===== config.mk =====
export PLATFORM = sky130hd
export DESIGN_NAME = atpc_control
export DESIGN_NICKNAME = d
export VERILOG_FILES = /design/src/rtl/atpc_pkg.sv /design/src/rtl/atpc_trig_detect.sv /design/src/rtl/atpc_ccf_flags.sv /design/src/rtl/atpc_control.sv
export SDC_FILE = /design/constraint.sdc
export NUM_CORES = 1
export LEC_CHECK = 0
export BUFFER_PORTS_ARGS = -buffer_cell sky130_fd_sc_hd__buf_4
export CELL_PAD_IN_SITES_DETAIL_PLACEMENT = 0
export CELL_PAD_IN_SITES_GLOBAL_PLACEMENT = 1
export CORE_MARGIN = 5
export CORE_UTILIZATION = 35
export CTS_CLUSTER_DIAMETER = 40
export DETAILED_ROUTE_END_ITERATION = 7
export HOLD_SLACK_MARGIN = 0.08
export PLACE_DENSITY = 0.8
export SYNTH_ARGS = -nofsm -noshare
export SYNTH_HDL_FRONTEND = slang
export SYNTH_HIERARCHICAL = 1
export SYNTH_SLANG_ARGS = --single-unit

===== constraint.sdc =====
create_clock -name ref_clk_i -period 2.56 [get_ports ref_clk_i]
set_input_delay 0.256 -clock ref_clk_i [delete_from_list [all_inputs] [get_ports ref_clk_i]]
set_output_delay 0.256 -clock ref_clk_i [all_outputs]
set_load 0.01 [all_outputs]

===== src/rtl/atpc_pkg.sv =====
// Purpose: Shared constants and types for the converter control block
// Assumes: 8-bit register port, 8 analog channels, 4 dedicated trigger inputs
// Notes: Register fields are laid out by the packed structs below
//
// Operation
// - Writing any of the three control registers aborts the sequence, starts none.
// - The three control registers are readable and writable at any time.
// - Wrap field, bits 2-0 of register zero, sets last channel in multi-channel mode.
// - Wrap codes 1-7 select channels 1-7; code 0 is reserved.
// - Register one bit 7 selects analog pin (0) or dedicated input (1) trigger.
// - Channel field picks pins 0-7, or inputs 0-3; top-bit codes reserved.
// - Without dedicated inputs the source bit is only stored; pin stays source.
// - Register two bit 7 powers converter down (0) or up (1).
// - Fast clear off: status read then result read clears that flag.
// - Fast clear on: any result register access clears its flag.
// - Bit 5 set halts and powers down the converter in wait mode.
// - Leaving wait with bit 5 set resumes conversion; first result is suspect.
// - Bit 4 selects level or edge sensitivity of the external trigger.
// - Bit 3 selects trigger polarity together with the sensitivity bit.
// - Bit 2 disables or enables external triggering.
// - Analog pin as trigger source gets its digital input buffer enabled while bit 2 is set.
// - Sensitivity/polarity: 00 fall, 01 rise, 10 low, 11 high.
// - Bit 0 reads sequence-complete when bit 1 set, else zero; read only.

package atpc_pkg;

  // ==========================================================
  // Sizes
  localparam int ATPC_DW = 8;
  localparam int ATPC_AW = 8;
  localparam int ATPC_NCH = 8;
  localparam int ATPC_NDED = 4;

  // ==========================================================
  // Register offsets
  localparam logic [7:0] ATPC_OFS_WRAP = 8'h00;
  localparam logic [7:0] ATPC_OFS_TRIG = 8'h01;
  localparam logic [7:0] ATPC_OFS_CTRL = 8'h02;
  localparam logic [7:0] ATPC_OFS_STAT1 = 8'h03;
  localparam logic [7:0] ATPC_OFS_RES_BASE = 8'h10;
  localparam logic [4:0] ATPC_RES_PAGE = 5'h02;

  // ==========================================================
  // Reset values
  localparam logic [7:0] ATPC_RST_WRAP = 8'h07;
  localparam logic [7:0] ATPC_RST_TRIG = 8'h00;
  localparam logic [7:0] ATPC_RST_CTRL = 8'h00;

  // ==========================================================
  // Register layouts, bit 7 first
  typedef struct packed {
    logic [4:0] rsvd;
    logic [2:0] wrap_chan;
  } atpc_wrap_reg_t;

  typedef struct packed {
    logic src_dedicated;
    logic [3:0] rsvd;
    logic [2:0] chan;
  } atpc_trig_reg_t;

  typedef struct packed {
    logic power_on;
    logic fast_clear;
    logic wait_pd;
    logic level_sel;
    logic polarity;
    logic trig_en;
    logic irq_en;
    logic irq_flag;
  } atpc_ctrl_reg_t;

  // Sensitivity decode
  typedef enum logic [1:0] {
    ATPC_FALLING,
    ATPC_RISING,
    ATPC_LOW,
    ATPC_HIGH
  } atpc_sens_t;

  // Settings handed to the sequencer and analog core
  typedef struct packed {
    logic power_up;
    logic halt;
    logic fast_clear;
    logic [2:0] wrap_chan;
  } atpc_cfg_t;

endpackage


===== src/rtl/atpc_trig_detect.sv =====
// Purpose: Synchronise and qualify the selected external trigger
// Assumes: Trigger is already multiplexed to one bit
// Notes: Start is a single-cycle pulse

`timescale 1ns/10ps

module atpc_trig_detect
  import atpc_pkg::*;
(
  input wire logic ref_clk_i,
  input wire logic sys_rst_i,
  input wire logic trig_raw_i,
  input wire logic enable_i,
  input wire logic level_sel_i,
  input wire logic polarity_i,
  output logic start_o,
  output logic level_hold_o
);

  logic sync1_q;
  logic sync2_q;
  logic prev_q;
  logic en_q;
  atpc_sens_t sens;
  logic rise;
  logic fall;
  logic act_now;
  logic act_prev;

  // ==========================================================
  // Two-stage synchroniser
  always_ff @(posedge ref_clk_i) begin
    if (sys_rst_i) begin
      sync1_q <= 1'b0;
      sync2_q <= 1'b0;
      prev_q <= 1'b0;
      en_q <= 1'b0;
    end else begin
      sync1_q <= trig_raw_i;
      sync2_q <= sync1_q;
      prev_q <= sync2_q;
      en_q <= enable_i;
    end
  end

  // ==========================================================
  // Detection
  assign sens = atpc_sens_t'({level_sel_i, polarity_i});
  assign rise = sync2_q & ~prev_q;
  assign fall = ~sync2_q & prev_q;
  assign act_now = (sync2_q == polarity_i);
  assign act_prev = (prev_q == polarity_i) & en_q;

  always_comb begin
    start_o = 1'b0;
    level_hold_o = 1'b0;
    if (enable_i) begin
      case (sens)
        ATPC_FALLING: start_o = fall;
        ATPC_RISING: start_o = rise;
        default: begin
          start_o = act_now & ~act_prev;
          level_hold_o = act_now;
        end
      endcase
    end
  end
endmodule


===== src/rtl/atpc_ccf_flags.sv =====
// Purpose: Conversion-complete flags with normal and fast clearing
// Assumes: Set pulses come from the sequencer
// Notes: A set in the clearing cycle wins

`timescale 1ns/10ps

module atpc_ccf_flags
  import atpc_pkg::*;
#(
  parameter int NCH = ATPC_NCH
) (
  input wire logic ref_clk_i,
  input wire logic sys_rst_i,
  input wire logic [NCH-1:0] set_i,
  input wire logic stat_rd_i,
  input wire logic res_rd_i,
  input wire logic res_wr_i,
  input wire logic [$clog2(NCH)-1:0] res_idx_i,
  input wire logic fast_i,
  output logic [NCH-1:0] flags_o
);

  localparam int CW = $clog2(NCH);

  logic [NCH-1:0] flag_q;
  logic [NCH-1:0] armed_q;
  logic [NCH-1:0] clr;

  // ==========================================================
  // Per-flag clear logic
  for (genvar i = 0; i < NCH; i++) begin : g_flag
    logic hit;
    assign hit = (res_idx_i == CW'(i));
    assign clr[i] = fast_i ? (hit & (res_rd_i | res_wr_i))
                           : (hit & res_rd_i & armed_q[i]);
    always_ff @(posedge ref_clk_i) begin
      if (sys_rst_i) begin
        flag_q[i] <= 1'b0;
        armed_q[i] <= 1'b0;
      end else begin
        flag_q[i] <= set_i[i] | (flag_q[i] & ~clr[i]);
        if (stat_rd_i) begin
          armed_q[i] <= flag_q[i];
        end else if (clr[i] | set_i[i]) begin
          armed_q[i] <= 1'b0;
        end
      end
    end
  end

  assign flags_o = flag_q;
endmodule


===== src/rtl/atpc_control.sv =====
// Purpose: Control registers for trigger, power and wrap of the converter
// Assumes: Register port strobes are one cycle, never both at once
// Notes: Result data for read-back come from the result store outside

`timescale 1ns/10ps

module atpc_control
  import atpc_pkg::*;
#(
  parameter int NCH = ATPC_NCH,
  parameter int NDED = ATPC_NDED,
  parameter bit HAS_DED_TRIG = 1'b1
) (
  input wire logic ref_clk_i,
  input wire logic sys_rst_i,
  input wire logic [ATPC_AW-1:0] addr_i,
  input wire logic [ATPC_DW-1:0] wdata_i,
  input wire logic wr_i,
  input wire logic rd_i,
  output logic [ATPC_DW-1:0] rdata_o,
  input wire logic [NCH-1:0] ccf_set_i,
  input wire logic seq_complete_i,
  input wire logic [NCH-1:0][ATPC_DW-1:0] result_data_i,
  input wire logic wait_mode_i,
  input wire logic [NCH-1:0] analog_din_i,
  input wire logic [NDED-1:0] ded_trig_i,
  output logic abort_seq_o,
  output logic ext_start_o,
  output logic ext_level_o,
  output logic [NCH-1:0] dig_in_en_o,
  output logic resume_o,
  output logic discard_next_o,
  output atpc_cfg_t cfg_o
);

  localparam int CW = $clog2(NCH);

  // ==========================================================
  // Address decode
  logic hit_wrap;
  logic hit_trig;
  logic hit_ctrl;
  logic hit_stat;
  logic hit_res;
  logic hit_any_ctrl;
  logic [CW-1:0] res_idx;

  assign hit_wrap = (addr_i == ATPC_OFS_WRAP);
  assign hit_trig = (addr_i == ATPC_OFS_TRIG);
  assign hit_ctrl = (addr_i == ATPC_OFS_CTRL);
  assign hit_stat = (addr_i == ATPC_OFS_STAT1);
  assign hit_res = (addr_i[7:3] == ATPC_RES_PAGE);
  assign res_idx = addr_i[CW-1:0];
  assign hit_any_ctrl = hit_wrap | hit_trig | hit_ctrl;

  // ==========================================================
  // Control registers
  atpc_wrap_reg_t wrap_q;
  atpc_trig_reg_t trig_q;
  atpc_ctrl_reg_t ctrl_q;
  logic abort_q;

  always_ff @(posedge ref_clk_i) begin
    if (sys_rst_i) begin
      wrap_q <= atpc_wrap_reg_t'(ATPC_RST_WRAP);
      trig_q <= atpc_trig_reg_t'(ATPC_RST_TRIG);
      ctrl_q <= atpc_ctrl_reg_t'(ATPC_RST_CTRL);
    end else if (wr_i) begin
      if (hit_wrap) begin
        wrap_q.wrap_chan <= wdata_i[2:0];
      end else if (hit_trig) begin
        trig_q.src_dedicated <= wdata_i[7];
        trig_q.chan <= wdata_i[2:0];
      end else if (hit_ctrl) begin
        ctrl_q[7:1] <= wdata_i[7:1];
      end
    end
  end

  always_ff @(posedge ref_clk_i) begin
    if (sys_rst_i) begin
      abort_q <= 1'b0;
    end else begin
      abort_q <= wr_i & hit_any_ctrl;
    end
  end

  assign abort_seq_o = abort_q;

  // ==========================================================
  // Conversion-complete flags
  logic [NCH-1:0] ccf_flags;

  atpc_ccf_flags #(
    .NCH(NCH)
  ) u_flags (
    .ref_clk_i(ref_clk_i),
    .sys_rst_i(sys_rst_i),
    .set_i(ccf_set_i),
    .stat_rd_i(rd_i & hit_stat),
    .res_rd_i(rd_i & hit_res),
    .res_wr_i(wr_i & hit_res),
    .res_idx_i(res_idx),
    .fast_i(ctrl_q.fast_clear),
    .flags_o(ccf_flags)
  );

  // ==========================================================
  // Read path
  logic irq_flag_rd;
  logic [ATPC_DW-1:0] rd_mux;
  logic [ATPC_DW-1:0] rdata_q;

  assign irq_flag_rd = ctrl_q.irq_en & seq_complete_i;

  always_comb begin
    rd_mux = '0;
    if (hit_wrap) begin
      rd_mux = {5'h00, wrap_q.wrap_chan};
    end else if (hit_trig) begin
      rd_mux = {trig_q.src_dedicated, 4'h0, trig_q.chan};
    end else if (hit_ctrl) begin
      rd_mux = {ctrl_q[7:1], irq_flag_rd};
    end else if (hit_stat) begin
      rd_mux = ATPC_DW'(ccf_flags);
    end else if (hit_res) begin
      rd_mux = result_data_i[res_idx];
    end
  end

  always_ff @(posedge ref_clk_i) begin
    if (sys_rst_i) begin
      rdata_q <= '0;
    end else if (rd_i) begin
      rdata_q <= rd_mux;
    end else begin
      rdata_q <= '0;
    end
  end

  assign rdata_o = rdata_q;

  // ==========================================================
  // Trigger source selection
  logic use_ded;
  logic src_reserved;
  logic trig_raw;
  logic trig_armed;

  assign use_ded = HAS_DED_TRIG & trig_q.src_dedicated;
  assign src_reserved = use_ded & trig_q.chan[2];
  assign trig_raw = use_ded ? (~src_reserved & ded_trig_i[trig_q.chan[1:0]])
                            : analog_din_i[trig_q.chan];
  assign trig_armed = ctrl_q.trig_en & ~src_reserved & cfg_o.power_up;

  atpc_trig_detect u_trig (
    .ref_clk_i(ref_clk_i),
    .sys_rst_i(sys_rst_i),
    .trig_raw_i(trig_raw),
    .enable_i(trig_armed),
    .level_sel_i(ctrl_q.level_sel),
    .polarity_i(ctrl_q.polarity),
    .start_o(ext_start_o),
    .level_hold_o(ext_level_o)
  );

  // ==========================================================
  // Digital input buffer enables
  logic [NCH-1:0] din_en_d;
  logic [NCH-1:0] din_en_q;

  for (genvar i = 0; i < NCH; i++) begin : g_din
    assign din_en_d[i] = ctrl_q.trig_en & ~use_ded
                         & (trig_q.chan == 3'(i));
  end

  always_ff @(posedge ref_clk_i) begin
    if (sys_rst_i) begin
      din_en_q <= '0;
    end else begin
      din_en_q <= din_en_d;
    end
  end

  assign dig_in_en_o = din_en_q;

  // ==========================================================
  // Power and wait handling
  atpc_cfg_t cfg_d;
  atpc_cfg_t cfg_q;
  logic wait_q;
  logic resume_q;
  logic discard_q;
  logic wait_halt;

  assign wait_halt = wait_mode_i & ctrl_q.wait_pd;
  assign cfg_d.power_up = ctrl_q.power_on & ~wait_halt;
  assign cfg_d.halt = wait_halt;
  assign cfg_d.fast_clear = ctrl_q.fast_clear;
  assign cfg_d.wrap_chan = wrap_q.wrap_chan;

  always_ff @(posedge ref_clk_i) begin
    if (sys_rst_i) begin
      cfg_q <= '0;
      wait_q <= 1'b0;
      resume_q <= 1'b0;
    end else begin
      cfg_q <= cfg_d;
      wait_q <= wait_mode_i;
      resume_q <= wait_q & ~wait_mode_i & ctrl_q.wait_pd;
    end
  end

  // Result after a wake-up is flagged as unreliable
  always_ff @(posedge ref_clk_i) begin
    if (sys_rst_i) begin
      discard_q <= 1'b0;
    end else if (resume_q) begin
      discard_q <= 1'b1;
    end else if (|ccf_set_i | abort_q) begin
      discard_q <= 1'b0;
    end
  end

  assign cfg_o = cfg_q;
  assign resume_o = resume_q;
  assign discard_next_o = discard_q;
endmodule


---- Word level (Yosys, flattened, before mapping) ----
Index checks and enable logic that the tools add are counted.
storage, ports and cells
  bits in registers ....................... 60
  bits of input ports ..................... 106
  output and inout bits ................... 27
  word-level logic and storage cells ...... 225
operators by class
  order comparisons ....................... 3
  equality and inequality tests ........... 21
  multiplexer cells ....................... 42
  bitwise logic cells ..................... 96
  reduce and logical (&&, ||, !) cells .... 21
operator list
  kind                                                         number
  bitwise AND 1 bit                                            58
  two-way mux 8 bit                                            5
  two-way mux 1 bit                                            32
  binary-select mux 8 bit (select 3 bit)                       1
  equality test 3 bit (second input constant)                  8
  OR 1 bit                                                     20
  inverter 1 bit                                               18
  nonzero test 2 bit                                           9
  equality test 8 x 2 -> 1 bit (second input constant)         2
  equality test 3 x 2 -> 1 bit (second input constant)         4
  equality test 8 x 1 -> 1 bit (second input constant)         1
  zero test 8 bit                                              1
  less-than comparator 3 x 4 -> 1 bit (second input constant)  2
  OR reduction 8 bit                                           1
  equality test 3 x 1 -> 1 bit (second input constant)         2
  zero test 3 bit                                              2
  equality test 5 x 2 -> 1 bit (second input constant)         1
  AND reduction 4 bit                                          1
  OR reduction 2 bit                                           2
  OR reduction 4 bit                                           1
  binary-select mux 1 bit (select 3 bit)                       1
  less-than comparator 2 x 3 -> 1 bit (second input constant)  1
  two-way mux 3 bit                                            1
  AND reduction 3 bit                                          1
  7 further kinds                                              8

---- Logic depth before layout (Yosys ltp) ----
  depth after elaboration ................. 8
  mapped depth ............................ 8
  depth with buffers taken out ............ 7

---- Cells and area by module ----
Netlist, hierarchy kept.
modules (own cells, without submodules)
  module            instances  cells an instance  area each (µm²)  sequential area each (µm²)
  atpc_control      1          226                2178.3           800.8
  atpc_ccf_flags    1          93                 802.0            320.3
  atpc_trig_detect  1          17                 155.1            80.1

---- Worst setup path after synthesis ----
No wires, ideal clock.
  path kind ............................... input-to-reg
  from .................................... in addr_i[3]
  to ...................................... reg u_flags.armed_q[4]
  library setup time ...................... 0.141 ns
  arrival ................................. 1.924 ns
  data required time ...................... 2.419 ns
  setup slack ............................. 0.494 ns
  cell stages on the path ................. 8
  buffers on the path ..................... 1
  cell sequence ........................... or4_4 > nor3_4 > and2_1 > and3_1 > buf_2 > nor2_1 > a22oi_1 > a211oi_1
between the ends
  longest elaborated chain between the ends .. 7
  elaborated cells on any way between the ends .. 13
  classes of those cells .................. eq/ne: 2; mux: 2; bitwise: 8; reduce/logical: 1
ends and longest elaborated chain
  what                                                  line                                        RTL
  from (decl)                                           atpc_control.sv:16                          input wire logic [ATPC_AW-1:0] addr_i,
  equality test 5 x 2 -> 1 bit                          atpc_control.sv:52                          assign hit_res = (addr_i[7:3] == ATPC_RES_PAGE);
  bitwise AND 1 bit (on tied branches)                  atpc_control.sv:101, atpc_control.sv:102
  bitwise AND 1 bit / OR 1 bit (equally long branches)  atpc_ccf_flags.sv:35, atpc_ccf_flags.sv:34
  bitwise AND 1 bit (on tied branches)                  atpc_ccf_flags.sv:35, atpc_ccf_flags.sv:34
  two-way mux 1 bit                                     atpc_ccf_flags.sv:34                        assign clr[i] = fast_i ? (hit & (res_rd_i | res_wr_i))
  OR 1 bit                                              atpc_ccf_flags.sv:44                        end else if (clr[i] | set_i[i]) begin
  nonzero test 2 bit (no source line)                   n/a
  to (signal, indexed assignment)                       atpc_ccf_flags.sv:43                        armed_q[i] <= flag_q[i];
  to (decl)                                             atpc_ccf_flags.sv:26                        logic [NCH-1:0] armed_q;
Several ways; a longest one is shown, not always the timed one.
A chain may end at the register's enable or synchronous reset.

---- Worst setup path in the final report ----
  from .................................... in addr_i[3]
  to ...................................... reg u_flags.armed_q[0]
The elaborated chain is that of the path after synthesis.

==> metrics.md <==
| Metric | Value |
|---|---|
| Status | `complete, no violations` |
| Ports | `~130` |
| Max Freq | `just over 500 MHz` |
| Number of buffers added for setup after CTS | `0` |
| Fin Setup TNS | `0 ps` |
| Initial core utilization | `0.360` |
| Die ar. | `approximately 0.011 mm²` |
| Synth top area share | `0.383` |
| Global placement routability congestion | `between 0.7 and 0.8` |
| Clk Latency, worst-skew pair | `approximately 340 ps` |
| Area grow syn2layout | `41.0%` |
| TritonCTS clock tree | `built` |
| Mapped cell area | `0.00314 mm²` |
| Hold Vio Cnt, Final | `0` |
| Reg clk slew, reported paths | `~70 ps` |
| Drt first pass iters | `5` |
| Worst Tran Pin Value | `between 400 and 500 ps` |
| Clock power share | `0.431` |
| Vias per Instance | `roughly 5.3` |
| Worst-path fanout max | `9` |
| Core Area | `0.00872 mm²` |
| Area of the multi-input gates | `0.00180 mm²` |
| Detailed Route WL | `9.70 mm` |
| P_int | `1.70 mW` |
| RSZ-0062 raised after global routing | `no` |
| Critical path's slowest cell | `or4_4` |
| # hold bufs at CTS | `0` |
| Max-slew violations | `0` |
| Vias in the first global route | `3,217` |
| Post-synth EDFFs | `0` |
| Post-synthesis sequential area ratio | `0.383` |
| Worst setup path class | `in2reg` |
| Req. time, crit path | `2760 ps` |
| CP Cell Sequence | `buf_4 -> or4_4 -> nor2_2 -> and2_1 -> a21oi_1 -> a2111oi_0 -> a211oi_1` |
| Post-synth top flop | `dfxtp_1` |
| Yosys top cell by area | `dfxtp_1` |
| Leak | `~1.9 nW` |
| Hold WS | `118 ps` |
| Synth Net Count | `roughly 440` |
| Final HPWL DP | `7.37 mm` |
| Tmin final | `1960 ps` |
| Synth top area cells | `dfxtp_1 (38%), mux2i_1 (12%), a211oi_1 (5.5%)` |
| Hold WC Path Type | `in2reg` |
| Standard-cell rows | `34` |
| Fillers | `831` |
| Chip height | `approximately 100 µm` |
| Post-synthesis cell type count | `46` |
| Tcrit/Tclk final | `0.767` |
| Clock tree buffer depth | `2` |
| Post-Synthesis Cells | `336` |
| Yosys reg bits | `60` |
| Final worst slack | `595 ps` |
| Die width | `approximately 100 µm` |
| Combinational Power Share | `0.138` |
| DR vias | `3,035` |
| Setup Viol. Count Final | `0` |
| First-pass GRT wire length | `15.8 mm` |
| Tot GR Track Use | `0.174` |
| Pin count of the biggest net entering global routing | `47` |
| Sw power | `between 0.5 and 0.6 mW` |
| Maxcap violations | `0` |
| DR DRC count | `0` |
| CP max stage delay | `580 ps` |
| Setup crit start kind | `primary input` |
| Initial antenna violation count | `0` |
| PD cells | `504 mW/mm²` |
| Layout Nets | `570` |
| Register Area | `0.00120 mm²` |
| Critical Path AT | `2160 ps` |
| Worst path top cell family by delay | `simple AND/OR/NAND/NOR gates` |
| Detailed Route Iter0 Violations | `about 150` |
| CTS H-tree depth | `3` |
| Max-slew headroom | `0.672` |
| Ys async rst share | `0` |
| Max IR drop VDD | `roughly 0.00036 V` |
| Wire length per cell | `16.8 µm` |
| CTS resizes | `0` |
| Syn avg cell area | `9.33 µm²` |
| Clock root buffer master | `clkbuf_8` |
| Ratio of cells with drive above 1 in the final layout | `0.369` |
| ANT nets after route | `0` |
| Clock skew | `11.2 ps` |
| Sequential share of power | `0.432` |
| # diodes | `0` |
| Sw Ratio | `0.239` |
| Critical path buffers and inverters | `1` |
| Clk sink count | `60` |
| Worst slack at placement | `239 ps` |
| Crit. End Element | `flop` |
| CTS Buf Count | `9` |
| Layout Utilization | `0.507` |
| Ys Warns | `6` |
| PortBufs | `132` |
| Total global routing overflow | `0` |
final cells by class:
class,count,share of cell area
well taps,108,0.0306
flip-flops and latches,60,0.272
multi-input cells,248,0.407
clock buffers,10,0.0311
inverters,7,0.00594
clock inverters,6,0.0198
repair buffers,138,0.234
final timing paths:
path                  start                 end  slack (ps)  depth (start not counted)
min             wait_mode_i            resume_o         120                          2
max               addr_i[3]  u_flags/armed_q[0]         600                          7
max reg2reg       trig_q[0]      u_trig/sync1_q         950                          4
min reg2reg  u_trig/sync1_q      u_trig/sync2_q         450                          1
registers in the layout, indices dropped and copies added, names as in the netlist, 3 cells and up:
register,flops
cfg_d,4
cfg_o,6
ctrl_q,6
dig_in_en_o,8
rdata_o,8
trig_q,3
u_flags/armed_q,8
u_flags/flags_o,8
power groups by stage:
| stage | clock network (mW) | logic, mW | registers [mW] |
|---|---|---|---|
| floorplan | 0 | 0.135 | 0.980 |
| global placement | 0 | 0.304 | 0.983 |
| detailed placement | 0 | 0.309 | 0.983 |
| CTS | 0.982 | 0.309 | 0.962 |
| global route | 1.04 | 0.335 | 0.964 |
| finish | 0.960 | 0.306 | 0.962 |
placed cells by master (no fill, tap or decap), drive strengths merged, types with 5 or more instances in the layout:
master    n
o21ai    10
a211oi   25
a21oi    14
a22oi    23
nor3      9
inv       7
mux4      7
nor2b    15
clkbuf   10
nand2    12
nor2     45
dfxtp    60
nand3     9
mux2i    39
buf     138
nand2b    5
kinds of logic after synthesis:
family	after synthesis	share of synthesized area
AOI/OAI and AO/OA	86	0.195
xor gates and xnor gates	1	0.00279
buffers and inverters	28	0.0435
DFF	60	0.383
muxes	47	0.178
and+or+nand+nor	114	0.198
synthesized netlist by cell type, types with 3 or more instances:
| master | n |
|---|---|
| dfxtp_1 | 60 |
| nor2_1 | 44 |
| mux2i_1 | 39 |
| a211oi_1 | 23 |
| a22oi_1 | 23 |
| nor2b_1 | 15 |
| a21oi_1 | 14 |
| nand2_1 | 12 |
| clkbuf_1 | 10 |
| o21ai_0 | 10 |
| nor3_1 | 8 |
| buf_2 | 7 |
| inv_1 | 7 |
| mux4_2 | 7 |
| nand3_1 | 6 |
| nand2b_1 | 5 |
| and2_1 | 4 |
| a211o_1 | 3 |
| nand3_2 | 3 |
| nor4_1 | 3 |
metal layers:
layer,track usage,up-vias,routed length [µm]
met5,0,-,0
met1,0.218,1405,4200
li1,-,1502,-
met4,0.0502,0,109
met2,0.288,117,4600
met3,0.0561,11,786
metrics by stage:
step                power [mW]  cell area [µm²]  std cells
global route              2.34             4420        577
global placement          1.29             4200        561
floorplan                 1.11             3140        336
finish                    2.23             4420        577
detailed placement        1.29             4200        561
CTS                       2.25             4420        577
Power figures use the tool's default switching activity.
